`config.mk`:
```
export PLATFORM = sky130hd
export DESIGN_NAME = lcdrp_read_port
export DESIGN_NICKNAME = d
export VERILOG_FILES = /design/src/design/lcdrp_fifo2.v /design/src/design/lcdrp_read_port.v
export VERILOG_INCLUDE_DIRS = /design/src /design/src/design
export SDC_FILE = /design/constraint.sdc
export NUM_CORES = 1
export LEC_CHECK = 0
export ABC_AREA = 0
export BUFFER_PORTS_ARGS = -buffer_cell sky130_fd_sc_hd__buf_2
export CORE_MARGIN = 1.5
export CORE_UTILIZATION = 63
export DETAILED_ROUTE_END_ITERATION = 8
export MAX_ROUTING_LAYER = met4
export PLACE_DENSITY_LB_ADDON = 0.08
export SKIP_CTS_REPAIR_TIMING = 1
export SLEW_MARGIN = 20
export SYNTH_ARGS = -nofsm -noshare
export SYNTH_HDL_FRONTEND = slang
export SYNTH_SLANG_ARGS = --single-unit
export TNS_END_PERCENT = 50
```
`constraint.sdc`:
```
create_clock -name CLK_SYS -period 2.6 [get_ports CLK_SYS]
set_input_delay 0.39 -clock CLK_SYS [delete_from_list [all_inputs] [get_ports CLK_SYS]]
set_output_delay 0.39 -clock CLK_SYS [all_outputs]
set_load 0.01 [all_outputs]
```
`src/design/lcdrp_defines.vh`:
```
// Constants of the display driver's two-wire read port.
// Included by the read port only; holds definitions only.
`ifndef LCDRP_DEFINES_VH
`define LCDRP_DEFINES_VH

// Slave identifiers of the two register blocks.
`define LCDRP_ID_CTL 7'h38
`define LCDRP_ID_SEG 7'h39

// Number of registers in each block.
`define LCDRP_CTL_REGS 8'h04
`define LCDRP_SEG_REGS 8'h28

// Bits that exist in each register; the others read as zero.
`define LCDRP_MASK_CTL0 8'he3
`define LCDRP_MASK_CTL1 8'he7
`define LCDRP_MASK_CTL2 8'h0f
`define LCDRP_MASK_CTL3 8'hc1
`define LCDRP_MASK_SEG 8'h0f

// Depth of the buffer between register fetch and serial shifter.
`define LCDRP_BUF_DEPTH 2

`endif

```
`src/design/lcdrp_fifo2.v`:
```
// Small FIFO with valid and ready on both sides and a flush.
// Assumes one clock and a synchronous, active-low reset.
`timescale 1ns/1ps
module lcdrp_fifo2 #(
  parameter WIDTH = 8,
  parameter DEPTH = 2
) (
  // Clock, reset and flush.
  input wire clk,
  input wire reset_n,
  input wire flush,
  // Filling side.
  input wire in_valid,
  output wire in_ready,
  input wire [WIDTH-1:0] in_data,
  // Draining side.
  output wire out_valid,
  input wire out_ready,
  output wire [WIDTH-1:0] out_data
);
  localparam AW = (DEPTH > 1) ? $clog2(DEPTH) : 1;
  localparam [AW:0] FULL = DEPTH;

  reg [WIDTH-1:0] mem_reg [0:DEPTH-1];
  reg [AW-1:0] wr_ptr_reg;
  reg [AW-1:0] rd_ptr_reg;
  reg [AW:0] count_reg;
  wire push;
  wire pop;

  assign in_ready = (count_reg != FULL);
  assign out_valid = (count_reg != {(AW+1){1'b0}});
  assign out_data = mem_reg[rd_ptr_reg];
  assign push = in_valid && in_ready;
  assign pop = out_valid && out_ready;

  // Pointers wrap at DEPTH; a flush empties the buffer at once.
  always @(posedge clk) begin
    if (!reset_n || flush) begin
      wr_ptr_reg <= {AW{1'b0}};
      rd_ptr_reg <= {AW{1'b0}};
      count_reg <= {(AW+1){1'b0}};
    end else begin
      if (push) begin
        mem_reg[wr_ptr_reg] <= in_data;
        wr_ptr_reg <= (wr_ptr_reg == DEPTH - 1) ? {AW{1'b0}} : wr_ptr_reg + 1'b1;
      end
      if (pop) begin
        rd_ptr_reg <= (rd_ptr_reg == DEPTH - 1) ? {AW{1'b0}} : rd_ptr_reg + 1'b1;
      end
      if (push && !pop) begin
        count_reg <= count_reg + 1'b1;
      end else if (pop && !push) begin
        count_reg <= count_reg - 1'b1;
      end
    end
  end
endmodule

```
`src/design/lcdrp_read_port.v`:
```
// Two-wire slave read port of the segment display driver.
// Assumes a 40 MHz system clock and bus pins resolved outside as open drain.
//
// Overview of operation
// - A read is start, identifier, address, repeated start, identifier, bytes, stop.
// - The control block answers identifier 0111000 in both phases.
// - The display block answers identifier 0111001.
// - The slave acknowledges an accepted identifier and the address byte on the ninth clock; bytes written after the address are not.
// - The slave drives each read byte, bit seven first, on clocks one to eight.
// - The register address increases by one after each byte until stop.
// - Two register spaces exist: display memory and control settings.
// - Control addresses 00h-03h and display addresses 00h-27h are decoded.
`timescale 1ns/1ps
`include "lcdrp_defines.vh"
module lcdrp_read_port (
  // Clock and reset; reset comes from the host's port bit.
  input wire CLK_SYS,
  input wire RESET_N,
  // Serial clock pin, open drain for stretching.
  input wire SCL_I,
  output wire SCL_O,
  output reg SCL_OE,
  // Serial data pin, open drain.
  input wire SDA_I,
  output wire SDA_O,
  output reg SDA_OE,
  // Register load port from the driver's write side.
  input wire LOAD_EN,
  input wire LOAD_BLOCK,
  input wire [7:0] LOAD_ADDR,
  input wire [7:0] LOAD_DATA,
  // Bus state.
  output reg SELECTED
);
  localparam [9:0] S_IDLE = 10'h001;
  localparam [9:0] S_ID = 10'h002;
  localparam [9:0] S_ACK_ID = 10'h004;
  localparam [9:0] S_ADDR = 10'h008;
  localparam [9:0] S_ACK_ADDR = 10'h010;
  localparam [9:0] S_WAIT = 10'h020;
  localparam [9:0] S_LOAD = 10'h040;
  localparam [9:0] S_TX = 10'h080;
  localparam [9:0] S_RX_ACK = 10'h100;
  localparam [9:0] S_IGNORE = 10'h200;

  reg scl_s1_reg, scl_s2_reg, scl_s3_reg;
  reg sda_s1_reg, sda_s2_reg, sda_s3_reg;
  reg [9:0] state_reg;
  reg [3:0] cnt_reg;
  reg [7:0] shift_reg;
  reg [7:0] tx_reg;
  reg [7:0] addr_reg;
  reg [7:0] fetch_addr_reg;
  reg addr_valid_reg;
  reg block_reg;
  reg reading_reg;
  reg fetch_en_reg;
  reg ack_reg;
  reg [7:0] ctl_mem [0:3];
  reg [7:0] seg_mem [0:39];
  reg [7:0] fetch_data;
  reg [7:0] load_mask;
  integer i;

  wire start_det;
  wire stop_det;
  wire scl_rise;
  wire scl_fall;
  wire id_hit;
  wire wr_ok;
  wire rd_ok;
  wire buf_in_ready;
  wire buf_out_valid;
  wire [7:0] buf_out_data;
  wire buf_pop;
  wire buf_flush;

  assign SCL_O = 1'b0;
  assign SDA_O = 1'b0;

  // Both bus lines pass two flip-flops; the third only keeps the old level.
  always @(posedge CLK_SYS) begin
    if (!RESET_N) begin
      scl_s1_reg <= 1'b1;
      scl_s2_reg <= 1'b1;
      scl_s3_reg <= 1'b1;
      sda_s1_reg <= 1'b1;
      sda_s2_reg <= 1'b1;
      sda_s3_reg <= 1'b1;
    end else begin
      scl_s1_reg <= SCL_I;
      scl_s2_reg <= scl_s1_reg;
      scl_s3_reg <= scl_s2_reg;
      sda_s1_reg <= SDA_I;
      sda_s2_reg <= sda_s1_reg;
      sda_s3_reg <= sda_s2_reg;
    end
  end

  assign start_det = scl_s2_reg && scl_s3_reg && sda_s3_reg && !sda_s2_reg;
  assign stop_det = scl_s2_reg && scl_s3_reg && !sda_s3_reg && sda_s2_reg;
  assign scl_rise = scl_s2_reg && !scl_s3_reg;
  assign scl_fall = !scl_s2_reg && scl_s3_reg;

  // Identifier check on the eight received bits.
  assign id_hit = (shift_reg[7:1] == `LCDRP_ID_CTL) || (shift_reg[7:1] == `LCDRP_ID_SEG);
  assign wr_ok = id_hit && !shift_reg[0];
  assign rd_ok = id_hit && shift_reg[0] && addr_valid_reg && (shift_reg[1] == block_reg);

  // Register storage: control settings and display memory.
  always @* begin
    case (LOAD_ADDR)
      8'h00: load_mask = `LCDRP_MASK_CTL0;
      8'h01: load_mask = `LCDRP_MASK_CTL1;
      8'h02: load_mask = `LCDRP_MASK_CTL2;
      default: load_mask = `LCDRP_MASK_CTL3;
    endcase
  end

  always @(posedge CLK_SYS) begin
    if (!RESET_N) begin
      for (i = 0; i < 4; i = i + 1) begin
        ctl_mem[i] <= 8'h00;
      end
      for (i = 0; i < 40; i = i + 1) begin
        seg_mem[i] <= 8'h00;
      end
    end else if (LOAD_EN) begin
      if (!LOAD_BLOCK && LOAD_ADDR < `LCDRP_CTL_REGS) begin
        ctl_mem[LOAD_ADDR[1:0]] <= LOAD_DATA & load_mask;
      end else if (LOAD_BLOCK && LOAD_ADDR < `LCDRP_SEG_REGS) begin
        seg_mem[LOAD_ADDR[5:0]] <= LOAD_DATA & `LCDRP_MASK_SEG;
      end
    end
  end

  // Addresses outside a block read as zero.
  always @* begin
    fetch_data = 8'h00;
    if (!block_reg && fetch_addr_reg < `LCDRP_CTL_REGS) begin
      fetch_data = ctl_mem[fetch_addr_reg[1:0]];
    end else if (block_reg && fetch_addr_reg < `LCDRP_SEG_REGS) begin
      fetch_data = seg_mem[fetch_addr_reg[5:0]];
    end
  end

  // Read bytes are fetched ahead into the buffer.
  assign buf_flush = start_det || stop_det;
  assign buf_pop = (state_reg == S_LOAD) && buf_out_valid;

  lcdrp_fifo2 #(
    .WIDTH(8),
    .DEPTH(`LCDRP_BUF_DEPTH)
  ) u_buf (
    .clk(CLK_SYS),
    .reset_n(RESET_N),
    .flush(buf_flush),
    .in_valid(fetch_en_reg),
    .in_ready(buf_in_ready),
    .in_data(fetch_data),
    .out_valid(buf_out_valid),
    .out_ready(buf_pop),
    .out_data(buf_out_data)
  );

  always @(posedge CLK_SYS) begin
    if (!RESET_N) begin
      fetch_addr_reg <= 8'h00;
      fetch_en_reg <= 1'b0;
    end else if (buf_flush) begin
      fetch_en_reg <= 1'b0;
    end else if (state_reg == S_ID && scl_fall && cnt_reg == 4'h8 && rd_ok) begin
      fetch_addr_reg <= addr_reg;
      fetch_en_reg <= 1'b1;
    end else if (state_reg == S_IGNORE) begin
      fetch_en_reg <= 1'b0;
    end else if (fetch_en_reg && buf_in_ready) begin
      fetch_addr_reg <= fetch_addr_reg + 8'h01;
    end
  end

  // Bus protocol sequencer.
  always @(posedge CLK_SYS) begin
    if (!RESET_N) begin
      state_reg <= S_IDLE;
      cnt_reg <= 4'h0;
      shift_reg <= 8'h00;
      tx_reg <= 8'h00;
      addr_reg <= 8'h00;
      addr_valid_reg <= 1'b0;
      block_reg <= 1'b0;
      reading_reg <= 1'b0;
      ack_reg <= 1'b0;
      SDA_OE <= 1'b0;
      SCL_OE <= 1'b0;
      SELECTED <= 1'b0;
    end else if (start_det) begin
      state_reg <= S_ID;
      cnt_reg <= 4'h0;
      SDA_OE <= 1'b0;
      SCL_OE <= 1'b0;
    end else if (stop_det) begin
      state_reg <= S_IDLE;
      addr_valid_reg <= 1'b0;
      SDA_OE <= 1'b0;
      SCL_OE <= 1'b0;
      SELECTED <= 1'b0;
    end else begin
      case (state_reg)
        S_ID, S_ADDR: begin
          if (scl_rise && cnt_reg != 4'h8) begin
            shift_reg <= {shift_reg[6:0], sda_s2_reg};
            cnt_reg <= cnt_reg + 4'h1;
          end
          if (scl_fall && cnt_reg == 4'h8) begin
            cnt_reg <= 4'h0;
            if (state_reg == S_ADDR) begin
              addr_reg <= shift_reg;
              addr_valid_reg <= 1'b1;
              SDA_OE <= 1'b1;
              state_reg <= S_ACK_ADDR;
            end else if (wr_ok || rd_ok) begin
              block_reg <= shift_reg[1];
              reading_reg <= rd_ok;
              SELECTED <= 1'b1;
              SDA_OE <= 1'b1;
              state_reg <= S_ACK_ID;
            end else begin
              SELECTED <= 1'b0;
              state_reg <= S_IGNORE;
            end
          end
        end
        S_ACK_ID: begin
          if (scl_fall) begin
            SDA_OE <= 1'b0;
            if (reading_reg) begin
              SCL_OE <= 1'b1;
              state_reg <= S_LOAD;
            end else begin
              state_reg <= S_ADDR;
            end
          end
        end
        S_ACK_ADDR: begin
          if (scl_fall) begin
            SDA_OE <= 1'b0;
            state_reg <= S_WAIT;
          end
        end
        S_WAIT: begin
          if (scl_rise) begin
            state_reg <= S_IGNORE;
          end
        end
        S_LOAD: begin
          if (buf_out_valid) begin
            tx_reg <= buf_out_data;
            SDA_OE <= ~buf_out_data[7];
            cnt_reg <= 4'h0;
            state_reg <= S_TX;
          end
        end
        S_TX: begin
          // The clock is let go one cycle after the first bit is set up.
          SCL_OE <= 1'b0;
          if (scl_fall) begin
            cnt_reg <= cnt_reg + 4'h1;
            tx_reg <= {tx_reg[6:0], 1'b0};
            if (cnt_reg == 4'h7) begin
              SDA_OE <= 1'b0;
              state_reg <= S_RX_ACK;
            end else begin
              SDA_OE <= ~tx_reg[6];
            end
          end
        end
        S_RX_ACK: begin
          if (scl_rise) begin
            ack_reg <= ~sda_s2_reg;
          end
          if (scl_fall) begin
            if (ack_reg) begin
              SCL_OE <= 1'b1;
              state_reg <= S_LOAD;
            end else begin
              state_reg <= S_IGNORE;
            end
          end
        end
        S_IDLE, S_IGNORE: begin
          SDA_OE <= 1'b0;
        end
        default: begin
          state_reg <= S_IDLE;
          SDA_OE <= 1'b0;
          SCL_OE <= 1'b0;
        end
      endcase
    end
  end
endmodule

```
# Word-level counts from Yosys, hierarchy flattened
# Memory sizes are Yosys's and may differ from the RTL's. A register that Yosys moved wholly into a read port is not among the register bits.
# Index checks and enable logic that the tools add are counted.
[word_totals] ff_bits=63 out_inout_bits=5 n_memories=3 ramBits=208
[memory_table] name="seg_mem" depth=40 width=4 rd=1 rd_clocked_by_memory_dff=1 write_ports=40 line_no="lcdrp_read_port.v:60" source="reg [7:0] seg_mem [0:39];"
[memory_table] name="ctl_mem" depth=4 width=8 rd=1 rd_clocked_by_memory_dff=1 write_ports=4 line_no="lcdrp_read_port.v:59" source="reg [7:0] ctl_mem [0:3];"
[memory_table] name="u_buf.mem_reg" depth=2 width=8 rd=1 rd_clocked_by_memory_dff=1 write_ports=1 line_no="lcdrp_fifo2.v:24" source="reg [WIDTH-1:0] mem_reg [0:DEPTH-1];"
[classes] bitwise=12 magnitude_cmp=4 add_sub_neg=6 n_eq_ne=43 muxes=82 n_reduce_logical=72
[op_table] cell="$mux W10" count=11
[op_table] cell="$pmux W10 S8" count=1
[op_table] cell="$mux W8" count=6
[op_table] cell="$mux W1" count=41
[op_table] cell="$ne A4 B4 Y1 const B" count=9
[op_table] cell="$ne A2 B2 Y1 const B" count=13
[op_table] cell="$logic_and A1 B1 Y1" count=25
[op_table] cell="$pmux W8 S3" count=1
[op_table] cell="$mux W7" count=3
[op_table] cell="$mux W4" count=5
[op_table] cell="$reduce_and A5 Y1" count=4
[op_table] cell="$mux W6" count=3
[op_table] cell="$reduce_and A9 Y1" count=2
[op_table] cell="$lt A8 B3 Y1 const B" count=2
[op_table] cell="$lt A8 B6 Y1 const B" count=2
[op_table] cell="$reduce_and A4 Y1" count=4
[op_table] cell="$reduce_bool A2 Y1" count=8
[op_table] cell="$eq A7 B6 Y1 const B" count=2
[op_table] cell="$mux W2" count=7
[op_table] cell="$pmux W7 S2" count=1
[op_table] cell="$pmux W4 S3" count=1
[op_table] cell="$reduce_and A6 Y1" count=2
[op_table] cell="$reduce_or A2 Y1" count=6
[op_table] cell="$not A1 Y1" count=11
[op_table] cell="other kinds (34)" count=49

# Longest topological paths before layout
[depth] ltp_word=12 mapped_depth=9 mapped_depth_nobuf=8

# Modules after synthesis
# From an unflattened synthesis, not the netlist that was laid out.
[hier_totals] cells_unflattened=1243 hier_area_um2=16612.2
[modules_own_cells] module="lcdrp_read_port" area_each_um2=15800.2 n_inst=1 seq_area_each_um2=9829.4 cells_per_inst=1190
[modules_own_cells] module="lcdrp_fifo2" area_each_um2=812.0 n_inst=1 seq_area_each_um2=580.6 cells_per_inst=53

# Worst setup path after synthesis
# No wires, ideal clock.
[synth_timing] kind="input -> register" start="in LOAD_ADDR[7]" end="mem seg_mem[12][0] in the netlist's numbering (enable)" n_path_buf=2 path_stages=7 required_time_ns=2.239 slack_ns=0.435 arrival_time_ns=1.804 cell_sequence="nor2_1 > and3_1 > clkbuf_1 > nand2_1 > or3_1 > clkbuf_1 > o21ai_0"
[synth_lines] element="start: declaration" line_no="lcdrp_read_port.v:30" source="input wire [7:0] LOAD_ADDR,"
[synth_lines] element="end: declaration" line_no="lcdrp_read_port.v:60"

==> results.txt <==
----------------------------------------------------
[Clocking]
  Clock Sinks ... between 300 and 400
  H-tree depth ... 2
  Worst-skew pair later-pin latency ... 0.52 ns
  CTS tree ... built
  Inserted Clock Buffers ... 38
  Max clock buf depth ... 3
  Clock edge transition at the registers on the reported setup and hold paths ... 0.06 ns
  Root Buffer ... clkbuf_16

[Timing]
  Unrepaired setup endpoints after global routing ... true
  Count of endpoints failing setup in the final report ... 0
  Post-layout minimum cycle time ... 2.52 ns
  Final Max Tran Viols ... 0
  Maximum clock frequency ... 0.398 GHz
  Final Hold Viols ... 0
  Setup TNS Final ... 0 ns
  Tcrit/Tclk final ... 96.7%
  Tightest slew margin relative to the limit ... roughly a third
  Hold slack final ... 0.0585 ns
  Clock Skews ... 0.0135 ns
  Tightest Pin Transition ... roughly 1 ns

[Route]
  Total length of routed met3 wires ... 1.90 mm
  Top routing layer in use ... met4
  Number of DRC violations after detailed-routing iteration 0 ... 932
  Met2 Wirelength ... between 15 and 20 mm
  Routed met1 length ... 15.1 mm
  DR WL/cell ... 19.8 µm
  Per-cell via count in the routed design ... a little under 6
  Via count ... 10800
  Number of nets with antenna violations after routing ... 0
  Count of TritonRoute iterations in the first routing pass ... 7
  Total routed wirelength ... 36.0 mm
  DRC violation count after routing ... 0

[Critical path]
  Critical path arrival ... 2.76 ns
  R2R setup slack ... between 0.08 and 0.09 ns
  Critical path class ... reg2reg
  Largest fanout on the critical path ... 15
  Critical path endpoint category ... register
  Library cell appearing most often on the critical path ... buf_4
  Kind of launch point of the worst setup path ... register
  Crit-path slowest cell ... nor2_2
  Data required time of the worst path ... between 2 and 3 ns
  Cells along the critical path ... nor2_2 > buf_4 > a22o_1 > a221oi_1 > o22ai_1 > nor4_1 > buf_4 > a211o_1
  Maximum cell stage delay along the critical path ... 0.77 ns

[Yosys]
  Share of synthesized flip-flops with an asynchronous set or reset ... 0%
  Cells after synthesis ... 1309
  Number of flip-flops and latches in the synthesized netlist ... 368
  Average instance area after synthesis ... around 13 µm²
  Top cell type's share of synthesized area ... a little over half
  EDFF count, synth ... 298
  Leading area contributor after synthesis ... edfxtp_1
  Portion of the post-synthesis area used by sequential elements ... between 60% and 70%
  Main area contributors after synthesis ... edfxtp_1 (53%), dfxtp_1 (8.3%), mux2i_1 (7.3%)
  Count of cell types in the netlist ... 75
  YS warnings ... 0
  Main synth FF type ... edfxtp_1
  Post-synth design cell area ... 16800 µm²

[Global routing]
  Largest net degree at the start of global routing ... 68
  Number of global-route vias before repair ... 10800
  First-pass GRT wire length ... 57.4 mm
  Initial antenna violation count ... 0
  GR Util All Layers ... between 20% and 30%
  GR Overflow Total ... 0

[Final layout]
  Commonest cells after routing, fill and taps aside ... edfxtp_1 (298), and2_1 (179), mux2i_1 (123)
  Diode insertion count for antenna repair ... 0
  Most common cell after layout, fill and taps aside ... edfxtp_1
  Number of flip-flops under the largest register name ... 256
  Layout cell share with drive strength beyond 1 ... 13.9%
  Final std cells w/o fill ... 1817
  # nets final ... about 1500
  Area growth syn-to-layout ... 14.1%

[Power]
  Net Switching ... 2.59 mW
  Internal power ... between 10 and 15 mW
  Sequential power share ... 53.4%
  Part of the power in combinational logic ... 4.0%
  Proportion of total power due to net switching ... 20.5%
  Clock network fraction of design power ... a little over two fifths
  Leakage dissipation ... 6.68 nW
  Power density over the cells ... around 660 nW/µm²
  IR Drop Worst-Case VDD ... about 440 µV
  Overall power ... 12.6 mW

[Run status]
  Run status ... complete, no violations

[Placement]
  Dpl hpwl ... 24.1 mm
  Placer's final routability congestion estimate ... 0.915
  Buffers added on ports ... 23
  Cells after DPL ... 1749

[Floorplanning]
  DIE HEIGHT ... around 170 µm
  DIE AREA ... 27700 µm²
  Starting density of the core ... 64.4%
  IO Pins ... 27
  Number of core rows ... 59
  Core area ... 26100 µm²
  Die Width ... 166 µm

[Worst hold path]
  Min-Delay Path Class ... in2reg

[Flow run]
  Number of maximum-capacitance constraint violations ... 0

----------------------------------------------------
critical path: cells and delay by family, from the launching register on:
kind                   cells  cell delay [ns]
buffers and inverters      2             0.42
flip-flops                 1             0.32
AND/OR/NAND/NOR            2             0.86
AO/OA/AOI/OAI              4             0.64
Yosys cell counts (3+ instances only):
cell type / count
edfxtp_1: 298
and2_1: 179
mux2i_1: 123
nor2_1: 107
dfxtp_1: 70
clkbuf_1: 53
o21ai_0: 50
nand2_1: 43
a21oi_1: 36
mux4_2: 23
nand2b_1: 21
a22oi_1: 19
buf_2: 17
nor4_1: 17
a221oi_1: 16
a22o_1: 16
nor2b_1: 15
nor3_1: 13
nand3_1: 11
o22ai_1: 11
inv_1: 10
a211o_1: 9
a211oi_1: 9
and3_1: 9
buf_4: 9
nand4_1: 9
xor2_1: 9
a31oi_1: 8
or2_2: 7
or3_1: 7
nand3b_1: 6
nand4b_1: 6
buf_1: 4
ha_1: 4
and4_1: 3
buf_6: 3
mux2_2: 3
nor3_2: 3
nor4_2: 3
o2111ai_1: 3
or4_1: 3
xnor2_1: 3
metrics by stage:
step,util (%),instance area [µm²],worst slack [ns]
final,73.5,19200,0.0846
after global routing,73.5,19200,-0.0202
after CTS,73.4,19200,0.0236
after detailed placement,68.7,17900,0.0369
after global placement,68.7,17900,0.169
after floorplan,-,17200,0.435
final timing paths:
check | from | end | depth (start not counted)
setup / recovery | register | u_buf.mem_reg[0][1] | 8
hold / removal | SDA_I | sda_s1_reg | 2
setup reg to reg | register | u_buf.mem_reg[0][1] | 8
hold reg to reg | scl_s1_reg | scl_s2_reg | 1
cell families after synthesis:
group / after synthesis / share of synthesized area (%)
AND/OR/NAND/NOR: 482 / 16.5
multiplexers: 149 / 10.6
XOR/XNOR: 12 / 0.624
AO/OA/AOI/OAI: 196 / 7.86
buffers and inverters: 97 / 2.62
adder cells (fa/ha/maj): 4 / 0.297
flip-flops: 368 / 61.5
other: 1 / 0.0223
power by group through the flow:
stage          clock, mW  sequential [mW]  combinational [mW]
2_1_floorplan          0             6.82               0.318
3_3_place_gp           0             6.85               0.484
3_5_place_dp           0             6.86               0.495
4_1_cts             5.46             6.74               0.496
5_1_grt             5.68             6.76               0.550
6_report            5.39             6.74               0.502
cell type report:
type / instances / area (µm²)
tap: 335 / 419
clock inverter: 18 / 166
inverter: 11 / 41.3
sequential: 368 / 10400
fill: 1780 / 6930
timing repair buffer: 88 / 691
clock buffer: 50 / 1080
multi-input combinational: 947 / 6450
metal layers:
| layer | up-vias | global-route usage, % |
|---|---|---|
| met5 | - | - |
| met2 | 299 | 46.9 |
| li1 | 5074 | - |
| met4 | 0 | 7.87 |
| met1 | 5325 | 35.2 |
| met3 | 68 | 3.04 |
Power figures use the tool's default switching activity.
